### src/inc/bss_pkg.sv
// Constants for the buck set point register bank
package bss_pkg;

	// ----------------------------------------------------------------
	// Register map
	// ----------------------------------------------------------------
	localparam logic [7:0] BSS_ADDR_NORMAL  = 8'h35;
	localparam logic [7:0] BSS_ADDR_STANDBY = 8'h36;
	localparam logic [7:0] BSS_ADDR_SLEEP   = 8'h37;

	// ----------------------------------------------------------------
	// Field layout and reset values
	// ----------------------------------------------------------------
	localparam int         BSS_CODE_LSB   = 0;
	localparam int         BSS_CODE_MSB   = 5;
	localparam int         BSS_RANGE_BIT  = 6;
	localparam int         BSS_UNUSED_BIT = 7;
	localparam logic [5:0] BSS_CODE_RST   = 6'h00;
	localparam logic       BSS_RANGE_RST  = 1'b0;

	// ----------------------------------------------------------------
	// Voltage mapping in millivolts
	// ----------------------------------------------------------------
	localparam logic [11:0] BSS_LOW_BASE_MV  = 12'h190;
	localparam logic [11:0] BSS_LOW_STEP_MV  = 12'h019;
	localparam logic [11:0] BSS_HIGH_BASE_MV = 12'h320;
	localparam logic [11:0] BSS_HIGH_STEP_MV = 12'h032;
	localparam logic [11:0] BSS_MIN_OK_MV    = 12'h258;
	localparam logic [5:0]  BSS_HIGH_MAX_CODE = 6'h32;

	// ----------------------------------------------------------------
	// Operating modes
	// ----------------------------------------------------------------
	typedef enum logic [1:0] {
		BSS_MODE_NORMAL  = 2'b00,
		BSS_MODE_STANDBY = 2'b01,
		BSS_MODE_SLEEP   = 2'b10
	} bss_mode_t;

endpackage : bss_pkg

### src/rtl/bss_setpoint_field.sv
// One host-writable 6-bit set point field
`timescale 1ns/1ns
`default_nettype none
module bss_setpoint_field
	import bss_pkg::*;
#(
	parameter logic [7:0] ADDR = 8'h00
) (
	// Clock and reset
	input  wire logic       clk,
	input  wire logic       arst_n,
	// Write port
	input  wire logic       wr,
	input  wire logic [7:0] addr,
	input  wire logic [7:0] wdata,
	// Field
	output logic      [5:0] field_q
);

	logic [5:0] field_d;
	wire        hit = wr && (addr == ADDR);

	assign field_d = hit ? wdata[BSS_CODE_MSB:BSS_CODE_LSB] : field_q;

	always_ff @(posedge clk or negedge arst_n) begin
		if (!arst_n) begin
			field_q <= BSS_CODE_RST;
		end else begin
			field_q <= field_d;
		end
	end

endmodule : bss_setpoint_field
`default_nettype wire

### src/rtl/bss_setpoint_select.sv
// Buck set point bank: three mode fields, shared range bit, active code out
`timescale 1ns/1ns
`default_nettype none
module bss_setpoint_select
	import bss_pkg::*;
(
	// Clock and reset
	input  wire logic        MCLK,
	input  wire logic        ARST_N,
	// Register port
	input  wire logic        REG_WR,
	input  wire logic [7:0]  REG_ADDR,
	input  wire logic [7:0]  REG_WDATA,
	output logic      [7:0]  REG_RDATA,
	// Range configuration
	input  wire logic        CFG_DEFAULT_RANGE,
	input  wire logic        CFG_OTP_PROGRAMMED,
	input  wire logic        CFG_OTP_RANGE,
	// Operating mode
	input  wire logic [1:0]  MODE,
	// Regulator target
	output logic      [6:0]  ACTIVE_CODE,
	output logic      [11:0] ACTIVE_MV,
	output logic             CODE_RESERVED,
	output logic             MV_UNSUPPORTED,
	output logic             RANGE_LOADED
);

	// ----------------------------------------------------------------
	// Range bit capture
	// ----------------------------------------------------------------
	logic range_q;
	logic range_d;
	logic loaded_q;
	logic cfg_range;

	assign cfg_range = CFG_OTP_PROGRAMMED ? CFG_OTP_RANGE : CFG_DEFAULT_RANGE;
	assign range_d   = loaded_q ? range_q : cfg_range;

	// Straps caught after release, never under reset
	always_ff @(posedge MCLK or negedge ARST_N) begin
		if (!ARST_N) begin
			range_q  <= BSS_RANGE_RST;
			loaded_q <= 1'b0;
		end else begin
			range_q  <= range_d;
			loaded_q <= 1'b1;
		end
	end

	// ----------------------------------------------------------------
	// Set point fields
	// ----------------------------------------------------------------
	logic [5:0] normal_setpoint_code;
	logic [5:0] standby_setpoint_code;
	logic [5:0] sleep_setpoint_code;

	bss_setpoint_field #(.ADDR(BSS_ADDR_NORMAL)) u_normal (
		.clk     (MCLK),
		.arst_n  (ARST_N),
		.wr      (REG_WR),
		.addr    (REG_ADDR),
		.wdata   (REG_WDATA),
		.field_q (normal_setpoint_code)
	);

	bss_setpoint_field #(.ADDR(BSS_ADDR_STANDBY)) u_standby (
		.clk     (MCLK),
		.arst_n  (ARST_N),
		.wr      (REG_WR),
		.addr    (REG_ADDR),
		.wdata   (REG_WDATA),
		.field_q (standby_setpoint_code)
	);

	bss_setpoint_field #(.ADDR(BSS_ADDR_SLEEP)) u_sleep (
		.clk     (MCLK),
		.arst_n  (ARST_N),
		.wr      (REG_WR),
		.addr    (REG_ADDR),
		.wdata   (REG_WDATA),
		.field_q (sleep_setpoint_code)
	);

	// ----------------------------------------------------------------
	// Read back
	// ----------------------------------------------------------------
	logic [7:0] rdata_q;
	logic [7:0] rdata_d;
	logic [5:0] rd_code;
	wire        rd_normal  = (REG_ADDR == BSS_ADDR_NORMAL);
	wire        rd_standby = (REG_ADDR == BSS_ADDR_STANDBY);
	wire        rd_sleep   = (REG_ADDR == BSS_ADDR_SLEEP);
	wire        rd_hit     = rd_normal || rd_standby || rd_sleep;

	assign rd_code = rd_normal  ? normal_setpoint_code  :
	                 rd_standby ? standby_setpoint_code :
	                 rd_sleep   ? sleep_setpoint_code   : 6'h00;
	// One range bit in all three
	assign rdata_d = rd_hit ? {1'b0, range_q, rd_code} : 8'h00;

	// Unmapped addresses read zero
	always_ff @(posedge MCLK or negedge ARST_N) begin
		if (!ARST_N) begin
			rdata_q <= 8'h00;
		end else begin
			rdata_q <= rdata_d;
		end
	end

	assign REG_RDATA = rdata_q;

	// ----------------------------------------------------------------
	// Active set point
	// ----------------------------------------------------------------
	bss_mode_t  mode;
	logic [5:0] sel_code;
	logic [11:0] step_mv;
	logic [11:0] mv_d;
	logic [6:0] code_q;
	logic [11:0] mv_q;
	logic       resv_q;
	logic       unsup_q;

	assign mode = bss_mode_t'(MODE);

	always_comb begin
		unique case (mode)
			BSS_MODE_NORMAL:  sel_code = normal_setpoint_code;
			BSS_MODE_STANDBY: sel_code = standby_setpoint_code;
			BSS_MODE_SLEEP:   sel_code = sleep_setpoint_code;
			default:          sel_code = normal_setpoint_code;
		endcase
	end

	assign step_mv = range_q ? BSS_HIGH_STEP_MV : BSS_LOW_STEP_MV;
	assign mv_d    = 12'((range_q ? BSS_HIGH_BASE_MV : BSS_LOW_BASE_MV)
	                 + 12'({6'h00, sel_code} * step_mv));

	// Flags only; the host still owns code choice
	always_ff @(posedge MCLK or negedge ARST_N) begin
		if (!ARST_N) begin
			code_q  <= {BSS_RANGE_RST, BSS_CODE_RST};
			mv_q    <= BSS_LOW_BASE_MV;
			resv_q  <= 1'b0;
			unsup_q <= 1'b1;
		end else begin
			code_q  <= {range_q, sel_code};
			mv_q    <= mv_d;
			resv_q  <= range_q && (sel_code > BSS_HIGH_MAX_CODE);
			unsup_q <= (mv_d <= BSS_MIN_OK_MV);
		end
	end

	assign ACTIVE_CODE    = code_q;
	assign ACTIVE_MV      = mv_q;
	assign CODE_RESERVED  = resv_q;
	assign MV_UNSUPPORTED = unsup_q;
	assign RANGE_LOADED   = loaded_q;
endmodule : bss_setpoint_select
`default_nettype wire

### config.mk
export PLATFORM = sky130hd
export DESIGN_NAME = bss_setpoint_select
export DESIGN_NICKNAME = d
export VERILOG_FILES = /design/src/inc/bss_pkg.sv /design/src/rtl/bss_setpoint_field.sv /design/src/rtl/bss_setpoint_select.sv
export SDC_FILE = /design/constraint.sdc
export NUM_CORES = 1
export LEC_CHECK = 0
export ABC_CLOCK_PERIOD_IN_PS = 9550
export BUFFER_PORTS_ARGS = -buffer_cell sky130_fd_sc_hd__buf_2
export CAP_MARGIN = 20
export CORE_UTILIZATION = 60
export DETAILED_ROUTE_END_ITERATION = 12
export GPL_TIMING_DRIVEN = 0
export PLACE_DENSITY = 0.87
export SYNTH_ARGS = -nofsm -noshare
export SYNTH_HDL_FRONTEND = slang
export SYNTH_HIERARCHICAL = 1
export SYNTH_SLANG_ARGS = --single-unit
### constraint.sdc
create_clock -name MCLK -period 9.55 [get_ports MCLK]
set_input_delay 0.4775 -clock MCLK [delete_from_list [all_inputs] [get_ports MCLK]]
set_output_delay 0.4775 -clock MCLK [all_outputs]
set_load 0.1 [all_outputs]
== Word-level counts from Yosys, hierarchy flattened ==
Cells that the tools add are included.
Word-level totals
  logic and storage cells: 33
  flip-flop bits (word level): 48
  output and inout port bits: 30
  bits of input ports: 24
Cells by class
  equality and inequality tests: 5
  magnitude comparators: 2
  muxes and demuxes: 8
  $mul: 1
  add/sub/neg operators: 1
  reductions and logical operators: 6
Operators by type and width (number)
  equality test 8 x 6 -> 1 bit, second input constant: 3
  two-way mux 6 bit: 4
  adder 10 x 12 -> 12 bit: 1
  less-or-equal comparator 12 x 10 -> 1 bit, second input constant: 1
  multiplier 6 x 6 -> 12 bit: 1
  one-hot mux 6 bit (2 select lines): 1
  two-way mux 10 bit: 1
  two-way mux 7 bit: 1
  > comparator 6 bit, second input constant: 1
  logical AND 1 bit: 4
  equality test 2 x 1 -> 1 bit, second input constant: 1
  equality test 2 bit, second input constant: 1
  logical OR 1 bit: 2
  two-way mux 1 bit: 1

== Logic depth before layout (Yosys ltp) ==
Gate-level depths: netlist (run 1).
  word-level depth: 5
  gate-level depth with buffers: 23
  mapped depth without buffers: 21

== Cells and area by module ==
The synthesis (run 1) kept the hierarchy.
By module, submodules not included
  bss_setpoint_select: instances 1, area each 2180.8 um2, cells each 212
  bss_setpoint_field at u_normal ...: instances 2, area each 260.2 um2, cells each 15
  bss_setpoint_field at u_sleep: instances 1, area each 257.7 um2, cells each 15

== Worst setup path before layout (run 1) ==
OpenSTA, ideal clock, no wires.
  path type: input port to flip-flop
  from: input MODE[0]
  to: register unsup_q, in the netlist MV_UNSUPPORTED
  data arrival time: 4869 ps
  required time: 9469 ps
  cell stages on the path: 18
  setup time: 81 ps
  slack: 4599 ps
  cells stage by stage: inv_1 -> ha_1 -> buf_4 -> o21ai_1 -> inv_1 -> fa_1 -> fa_1 -> inv_1 -> fa_1 -> inv_1 -> fa_1 -> fa_1 -> nor2b_1 -> nor3_1 -> o21bai_1 -> a21oi_1 -> xnor2_1 -> a211oi_2
On the way
  word-level cells in the longest chain between the ends: 5
  elaborated cells on any way between the ends: 6
  classes of those cells: add/sub (1); mul (1); order compare (1); eq/ne (2); mux (1)
Ends and longest elaborated chain
  start, declared: RTL line bss_setpoint_select.sv:20  | input wire logic [1:0] MODE,
  equality test 2 bit or equality test 2 x 1 -> 1 bit (tied branches): RTL line bss_setpoint_select.sv:128  | unique case (mode)
  one-hot mux 6 bit (2 select lines) *: RTL line bss_setpoint_select.sv:128
  named net sel_code[1]: RTL line bss_setpoint_select.sv:117  | logic [5:0] sel_code;
  multiplier 6 x 6 -> 12 bit *: RTL line bss_setpoint_select.sv:138  | + 12'({6'h00, sel_code} * step_mv));
  adder 10 x 12 -> 12 bit *: RTL line bss_setpoint_select.sv:138
  named net mv_d[10]: RTL line bss_setpoint_select.sv:119  | logic [11:0] mv_d;
  less-or-equal comparator 12 x 10 -> 1 bit *: RTL line bss_setpoint_select.sv:151  | unsup_q <= (mv_d <= BSS_MIN_OK_MV);
  end signal, assigned: RTL line bss_setpoint_select.sv:151
  end, declared: RTL line bss_setpoint_select.sv:123  | logic unsup_q;
The timed path passes the listed nets; every way through them passes the cells marked *.
A chain may end at the register's enable or synchronous reset.

== Final worst setup path (run 1) ==
Ends and elaborated chain as after synthesis.

==> results of run 1 <==
==> area by class of cell <==
type / instances / area [sq um] / share of cell area
plain buffers: 6 / 37.54 / 0.01098
clock buffers: 6 / 72.57 / 0.02124
clock inverters: 2 / 12.51 / 0.003662
inverters: 32 / 120.1 / 0.03515
multi-input cells: 176 / 1614 / 0.4724
flip-flops and latches: 48 / 1206 / 0.3530
well taps: 67 / 83.83 / 0.02453
repair buffers: 51 / 270.3 / 0.07909
==> metal layers <==
layer  routed length [um]  part of all wire  up-vias  track usage
met5                    0                 0        -            0
met3                  217             0.040       12      0.03889
li1                     -                 -     1000            -
met1                 2276              0.42     1018       0.2888
met2                 2855              0.52       57       0.4102
met4                  119             0.022        0       0.1002
==> registers in the layout, summed over array words and instances, names as in the netlist <==
name / cells
ACTIVE_CODE: 7
ACTIVE_MV: 12
CODE_RESERVED: 1
MV_UNSUPPORTED: 1
RANGE_LOADED: 1
REG_RDATA: 7
range_q: 1
u_normal/field_q: 6
u_sleep/field_q: 6
u_standby/field_q: 6
==> worst register-to-register path, stage by stage, from the launching register on <==
cell	delay [ns]
dfrtp_1	0.58
clkbuf_1	0.39
nand2_1	0.17
fa_1	0.53
fa_1	0.54
inv_1	0.05
fa_1	0.53
inv_1	0.05
fa_1	0.50
fa_1	0.47
nor2b_1	0.24
nor3_1	0.10
o21bai_1	0.17
a21oi_1	0.10
xnor2_1	0.15
a211oi_2	0.19
==> kinds of logic after synthesis <==
logic type	after synthesis	synth area share
compound gates	39	0.09726
xor+xnor	5	0.01480
simple gates	60	0.1235
buf+inv	38	0.05327
fa+ha+maj	39	0.2030
mux	26	0.09810
flops	48	0.4076
other cells	2	0.002538
==> power by group <==
group	internal [mW]	switching, mW	leakage [nW]	total (mW)
clock	0.0512	0.0653	0.0412	0.117
combinational	0.0683	0.210	1.08	0.278
sequential	0.228	0.00821	0.635	0.237
total	0.348	0.283	1.76	0.631
==> stage by stage <==
stage	cells	utilization
2_1_floorplan	262	-
3_5_place_dp	379	0.7012
6_report	388	0.7234
5_1_grt	388	0.7234
4_1_cts	387	0.7192
3_3_place_gp	379	0.7012
==> cells in the mapped netlist (2+ instances only) <==
library cell,count,area (sq um)
a22oi_1,11,82.58
o21ai_1,2,10.01
a21oi_1,6,30.03
nor2_1,18,67.56
xnor2_1,3,26.28
mux2i_1,2,20.02
clkbuf_1,3,11.26
ha_1,24,300.3
fa_1,15,300.3
buf_4,2,15.01
and2_1,2,12.51
o21a_1,2,15.01
o21ai_0,8,40.04
xor2_1,2,17.52
nor3_1,3,15.01
nand3_1,4,20.02
nand2_1,14,52.55
dfstp_2,4,105.1
nand4bb_1,3,33.78
nand3b_1,2,15.01
conb_1,2,7.510
mux2_2,24,270.3
inv_1,31,116.4
nor4b_4,3,71.32
nor4b_1,2,17.52
dfrtp_1,44,1101
nor2b_1,3,18.77
or2_2,2,12.51
==> cell usage in the layout, fill, tap and decap left out, types with 3 or more instances in the layout <==
cell type  instances
buf_2             50
dfrtp_1           44
inv_1             31
mux2_2            24
ha_1              24
nor2_1            18
fa_1              15
nand2_1           14
a22oi_1           11
o21ai_0            8
conb_1             7
a21oi_1            6
clkbuf_8           5
dfstp_2            4
clkbuf_1           4
nand3_1            4
nor3_1             3
nor2b_1            3
xnor2_1            3
nand4bb_1          3
nor4b_4            3
==> final timing paths <==
check	endpoint	slack, ns	cells after the start	start
setup / recovery	MV_UNSUPPORTED$_DFF_PN1_	4.36	19	MODE[0]
hold / removal	u_normal/field_q[0]$_DFFE_PN0P_	0.07	1	ARST_N
setup reg to reg	MV_UNSUPPORTED$_DFF_PN1_	4.71	15	range_q$_DFFE_PN0N_
hold reg to reg	range_q$_DFFE_PN0N_	0.49	1	RANGE_LOADED$_DFF_PN0_
max in group asynchronous	MV_UNSUPPORTED$_DFF_PN1_	8.93	2	ARST_N
min in group MCLK	u_normal/field_q[4]$_DFFE_PN0P_	0.43	2	REG_WDATA[4]
==> flow_summary.ini, run 1 <==
[run_status]
outcome = finished clean

[sta]
clock-skew-final_ns = 0.01316
period_needed_ns = 5.187
slew_headroom = 0.4936
finalCritPeriodShare = 0.5432
fin_hold_ws_ns = 0.07226
rsz0062_at_grt = false
fmax_mhz = 192.8
tightest_slew_ns = 0.7516
final.setup.worst_slack_ns = 4.363
setup_tns_ns = 0
slew_viol_final = 0
setup-violations-final = 0
hold_viol_final = 0

[synthesis]
avgSynthCellArea_sq_um = 11.51
yosys_register_bits = 48
synth_edf_count = 0
synth_flop_cell = dfrtp_1
synth_cells = 257
netlist_area_sq_mm = 0.002959
seq_area_frac_synth = 0.4076
yosys_warnings = 6
yosysUniqueCellTypes = 44
async_flop_share = 1.000

[global_routing]
antenna_found_initial = 0
grt_max_degree = 49
overflow = 0
track_usage = 0.2351
grt_pass1_vias = 2109
grt_first_pass_wirelength_um = 9287

[layout]
diodes = 0
final_nets = 383
final_layout_size_suffix_gt1_frac = 0.3115
fin_area_sq_mm = 0.003417
areaGrowthSynthToFinish_pct = 15.48
fill_cells = 324

[detailed_routing]
dr.pass1.iters = 4
routed_wl_um = 5469
wire_per_inst_um = 14.10
drt_first_iter_violations = 97
ant_nets = 0
vias = 2087
drc = 0
via_per_inst = 5.379

[setup_path]
arrival_ns = 5.42
cp_slowest_stage_delay_ns = 0.55
critPathMaxFanout = 10
path_buf_inv = 6
critPathMostFrequentCell = fa_1
path_cells = buf_2 > inv_1 > ha_1 > buf_4 > o21ai_1 > inv_1 > fa_1 > fa_1 > inv_1 > fa_1 > inv_1 > fa_1 > fa_1 > nor2b_1 > nor3_1 > o21bai_1 > a21oi_1 > xnor2_1 > a211oi_2
required_ns = 9.78
path_class = primary input to flop
cp_top_family = adder cells
worstSetupEndpointType = flop
worst_path_max_delay_cell = fa_1
setup.worst_path.start_class = primary input

[place]
dpl_worst_slack_ns = 4.073
gp_congestion = 0.8314
place_area_sq_mm = 0.003312
hpwl_um = 4300
port_buffers = 50

[power_and_ir_drop]
power_density_mw_per_mm2 = 184.7
peakVddDrop_uv = 170.6
p_leak_nw = 1.755
total_power_mw = 0.6313

[cts]
numCtsBuffers = 5
clock_sink_count = 48
hold_buffers = 0
worst_skew_pair.late_latency_ns = 0.31
ctsLongestPathBuffers = 2
cts.htree.levels = 2
post-cts-setup-buffers = 0
clkTransAtPathRegs_ns = 0.08
cts-resized-gates = 0
clockRootBuffer = clkbuf_8
cts_tree = yes

[floorplanning]
ios = 54
row_count = 25
chipHeight_um = 72.23
core_sq_mm = 0.004723
start_util = 0.6265
die_area_sq_mm = 0.005216
die_w_um = 72.23

[job]
maxCapViolCount = 0

[hold_path]
holdCritPathClass = primary input to async pin
Power figures use the tool's default switching activity.
==> run 2: changes to the inputs <==
- ABC_CLOCK_PERIOD_IN_PS: 9550 -> 4900
- CORE_UTILIZATION: 60 -> 56
- PLACE_DENSITY: 0.87 -> 0.82
- clock period: 9.55 -> 4.9 ns (I/O delays scaled with it)
==> flow_summary.ini, run 2 (synthesis results as in run 1) <==
[cts]
cts.htree.levels = 2
numCtsBuffers = 5
clock_sink_count = 48
cts_tree = yes
worst_skew_pair.late_latency_ns = 0.30
clkTransAtPathRegs_ns = 0.09
clockRootBuffer = clkbuf_8
ctsLongestPathBuffers = 2

[global_routing]
grt_util_met1 = 0.2661
antenna_found_initial = 0
met2_usage = 0.4034
grt_pass1_vias = 2072
grt_first_pass_wirelength_um = 9225
met3_usage = 0.03481
grt_max_degree = 49
track_usage = 0.2218
overflow = 0
busiest_layer = met2

[setup_path]
path_class = flop to flop
rr_worst_depth = 17
required_ns = 5.12
r2r-start = u_standby/field_q[2]$_DFFE_PN0P_
r2r_slack_ns = 0.30
critPathMaxFanout = 6
setup.worst_path.start_class = flop
arrival_ns = 4.83
worstSetupEndpointType = flop
r2r_end = MV_UNSUPPORTED$_DFF_PN1_

[floorplanning]
start_util = 0.5794
ios = 54
row_count = 26
die_w_um = 74.69
chipHeight_um = 74.69
die_area_sq_mm = 0.005579
core_sq_mm = 0.005107

[layout]
diodes = 0
largest_reg_flops = 12
layout_commonest_cell = buf_2
areaGrowthSynthToFinish_pct = 18.39
fin_area_sq_mm = 0.003503
final_layout_size_suffix_gt1_frac = 0.3488
mostFrequentLayoutCells = buf_2, dfrtp_1, inv_1
final_nets = 386

[detailed_routing]
via_per_inst = 5.310
vias = 2092
drc = 0
drt_first_iter_violations = 93
wire_per_inst_um = 14.07
routed_wl_um = 5545
dr.pass1.iters = 4
ant_nets = 0

[sta]
finalCritPeriodShare = 0.9394
setup-violations-final = 0
clock-skew-final_ns = 0.01108
tightest_slew_ns = 0.5305
setup_tns_ns = 0
rsz0062_at_grt = false
period_needed_ns = 4.603
slew_headroom = 0.6448
fmax_mhz = 217.2
slew_viol_final = 0
fin_hold_ws_ns = 0.2014
hold_viol_final = 0

[hold_path]
min_from = REG_WDATA[5]
whs_path_depth = 2
holdCritPathClass = primary input to flop
min_to = u_normal/field_q[5]$_DFFE_PN0P_

[place]
port_buffers = 50
gp_congestion = 0.8125
hpwl_um = 4290
place_area_sq_mm = 0.003316

[power_and_ir_drop]
total_power_mw = 1.262
p_leak_nw = 1.785
power_density_mw_per_mm2 = 360.1
peakVddDrop_uv = 348.2

[job]
maxCapViolCount = 0

[run_status]
outcome = finished clean
run 2: cell count changes in the layout (fill, tap and decap cells not counted), sizes merged:
cell | before | now
buf | 54 | 56
clkinv | 2 | 1
clkinvlp | 1 | 2
dlygate4sd3 | 0 | 1
run 2: worst max path at each step:
stage | startpoint | end | slack, ns | cells past startpoint
5_1_grt | u_standby/field_q[2]$_DFFE_PN0P_ | MV_UNSUPPORTED$_DFF_PN1_ | 0.003 | 17
4_1_cts | MODE[1] | MV_UNSUPPORTED$_DFF_PN1_ | 0.001 | 19
3_5_place_dp | MODE[1] | MV_UNSUPPORTED$_DFF_PN1_ | -0.44 | 19
6_report | u_standby/field_q[2]$_DFFE_PN0P_ | MV_UNSUPPORTED$_DFF_PN1_ | 0.30 | 17
2_1_floorplan | MODE[0] | MV_UNSUPPORTED$_DFF_PN1_ | 0.18 | 18
3_3_place_gp | MODE[1] | MV_UNSUPPORTED$_DFF_PN1_ | -0.34 | 19
run 2: critical path, cell delays in order, from the launching register on:
cell,delay (ns)
dfrtp_1,0.41
a221oi_2,0.35
a21oi_4,0.11
nand2_1,0.13
fa_1,0.47
fa_1,0.55
inv_1,0.05
fa_1,0.53
inv_1,0.05
fa_1,0.57
inv_1,0.06
ha_1,0.19
a21oi_1,0.16
nor3b_1,0.10
o21a_1,0.20
or4_1,0.40
nand3_1,0.13
a211oi_2,0.05
run 2: area by class of cell:
| cell class | count | area [sq um] |
|---|---|---|
| Buffer | 6 | 42.54 |
| Clock buffer | 6 | 82.58 |
| Clock inverter | 2 | 15.01 |
| Fill cell | 413 | 1604 |
| Inverter | 32 | 121.4 |
| Multi-Input combinational cell | 176 | 1652 |
| Sequential cell | 48 | 1207 |
| Tap cell | 70 | 87.58 |
| Timing Repair Buffer | 54 | 295.3 |
run 2: metal layers:
metal	vias to the layer above	wire length [um]	part of all wire
li1	1011	-	-
met1	1019	2357	0.43
met2	49	2872	0.52
met3	13	183	0.033
met4	0	132	0.024
met5	-	0	0
run 2: metrics by stage:
step / utilization / cells / setup WS (ns)
final: 0.6859 / 394 / 0.2968
after detailed placement: 0.6492 / 382 / -0.4443
after floorplan: - / 262 / 0.1818
after CTS: 0.6717 / 390 / 0.001149
after global placement: 0.6492 / 382 / -0.3358
after global routing: 0.6859 / 394 / 0.003420
run 2: power breakdown:
| group | switching, mW | internal [mW] |
|---|---|---|
| clock | 0.131 | 0.114 |
| sequential | 0.0168 | 0.445 |
| combinational | 0.414 | 0.140 |
| total | 0.562 | 0.700 |
run 2: what timing repair did:
item / in CTS / in global routing
hold buffers: 0 / 1
pin swaps: 0 / 1
gates cloned: 0 / 0
setup buffers: 0 / 2
endpoints found under the setup margin: 3 / 3
endpoints found under the hold margin: 0 / 11
resized for setup: 5 / 10
==> run 3: changes to the inputs <==
- CORE_UTILIZATION: 56 -> 40
- PLACE_DENSITY: 0.82 -> 0.63
==> flow_summary.ini, run 3 (synthesis results as in run 1) <==
[run_status]
outcome = finished clean

[sta]
setup-violations-final = 0
slew_viol_final = 0
rsz0062_at_grt = false
final.setup.worst_slack_ns = 0.3193
fmax_mhz = 218.3
period_needed_ns = 4.581
fin_hold_ws_ns = 0.1960
slew_headroom = 0.5732
hold_viol_final = 0
clock-skew-final_ns = 0.007140
finalCritPeriodShare = 0.9348
tightest_slew_ns = 0.6375

[layout]
largest_reg_flops = 12
fin_area_sq_mm = 0.003563
layout_commonest_cell = buf_2
final_layout_size_suffix_gt1_frac = 0.3457
multi_input_area_sq_mm = 0.001653
final_nets = 386
mostFrequentLayoutCells = buf_2, dfrtp_1, inv_1
diodes = 0
fill_cells = 650
seq_area_sq_mm = 0.001207
areaGrowthSynthToFinish_pct = 20.42

[floorplanning]
chipHeight_um = 88.01
core_sq_mm = 0.006982
row_count = 30
die_w_um = 88.01
start_util = 0.4238
ios = 54
die_area_sq_mm = 0.007746

[power_and_ir_drop]
peakVddDrop_uv = 349.7
power_density_mw_per_mm2 = 370.1
p_leak_nw = 1.801
total_power_mw = 1.319

[detailed_routing]
vias = 2037
ant_nets = 0
wire_per_inst_um = 13.16
dr.pass1.iters = 4
drc = 0
via_per_inst = 4.850
routed_wl_um = 5526
drt_first_iter_violations = 42

[place]
gp_congestion = 0.7622
place_area_sq_mm = 0.003348
hpwl_um = 4222
port_buffers = 50
dpl_worst_slack_ns = -0.3580

[global_routing]
track_usage = 0.1547
grt_max_degree = 49
overflow = 0
antenna_found_initial = 0
grt_first_pass_wirelength_um = 9018
grt_pass1_vias = 1910

[setup_path]
required_ns = 5.13
setup.worst_path.start_class = primary input
critPathMostFrequentCell = fa_1
worst_path_max_delay_cell = fa_1
worstSetupEndpointType = flop
path_cells = buf_2 > inv_1 > ha_2 > buf_6 > nand2_1 > o21ai_4 > inv_1 > fa_1 > fa_1 > inv_1 > fa_1 > inv_1 > fa_1 > fa_1 > nor2b_4 > nor3_1 > o21bai_1 > a21oi_1 > xnor2_1 > a211oi_2
path_class = primary input to flop
cp_slowest_stage_delay_ns = 0.55
critPathMaxFanout = 10
arrival_ns = 4.81
r2r_slack_ns = 0.38

[cts]
cts_tree = yes
ctsLongestPathBuffers = 2
clock_sink_count = 48
clkTransAtPathRegs_ns = 0.09
numCtsBuffers = 5
cts.htree.levels = 2
clockRootBuffer = clkbuf_8
worst_skew_pair.late_latency_ns = 0.31

[hold_path]
holdCritPathClass = primary input to flop

[job]
maxCapViolCount = 0
## run 3: final timing paths
kind                                                  startpoint                          endpoint  cells past startpoint
max in group asynchronous                                 ARST_N          MV_UNSUPPORTED$_DFF_PN1_                      3
worst max register to register  u_standby/field_q[1]$_DFFE_PN0P_          MV_UNSUPPORTED$_DFF_PN1_                     16
min in group asynchronous                                 ARST_N  u_standby/field_q[0]$_DFFE_PN0P_                      2
worst max-delay path                                     MODE[0]          MV_UNSUPPORTED$_DFF_PN1_                     20
worst min-delay path                                REG_WDATA[2]  u_standby/field_q[2]$_DFFE_PN0P_                      2
worst min register to register            RANGE_LOADED$_DFF_PN0_               range_q$_DFFE_PN0N_                      1
## run 3: routing by layer
layer / share of wire / global-route usage / up-vias
met1: 0.45 / 0.2065 / 980
met4: 0.0060 / 0.02639 / 0
met3: 0.048 / 0.04807 / 5
met5: 0 / 0 / -
li1: - / - / 1005
met2: 0.50 / 0.2523 / 47
## run 3: final cells by class
| type | count | share of cell area |
|---|---|---|
| flip-flops and latches | 48 | 0.3388 |
| repair buffers | 54 | 0.08287 |
| well taps | 96 | 0.03371 |
| plain buffers | 6 | 0.01194 |
| inverters | 32 | 0.03476 |
| clock buffers | 6 | 0.02317 |
| clock inverters | 2 | 0.01088 |
| multi-input cells | 176 | 0.4638 |
## run 3: timing repair
item,in CTS,in global routing
hold endpoints to repair,0,15
endpoints found under the setup margin,1,3
hold buffers,0,1
pin swaps,0,1
gates resized for setup,2,13
buffers inserted,0,2
## run 3: worst max-delay path, delay by kind of cell
family / cells / cell delay, ns
AO/OA/AOI/OAI: 4 / 0.56
XOR/XNOR: 1 / 0.15
adder cells (fa/ha/maj): 6 / 2.96
buffers and inverters: 6 / 0.53
AND/OR/NAND/NOR: 3 / 0.34
## run 3: power by group
group | internal (mW) | leakage [nW] | switching [mW]
registers | 0.445 | 0.634 | 0.0161
clock network | 0.167 | 0.0614 | 0.140
logic | 0.139 | 1.11 | 0.411
## run 3: through the flow
stage          setup TNS [ns]  utilization  instances
3_3_place_gp          -0.8837       0.4796        408
5_1_grt                     0       0.5104        420
3_5_place_dp          -0.8601       0.4796        408
2_1_floorplan               0            -        262
4_1_cts                     0       0.4980        416
6_report                    0       0.5104        420
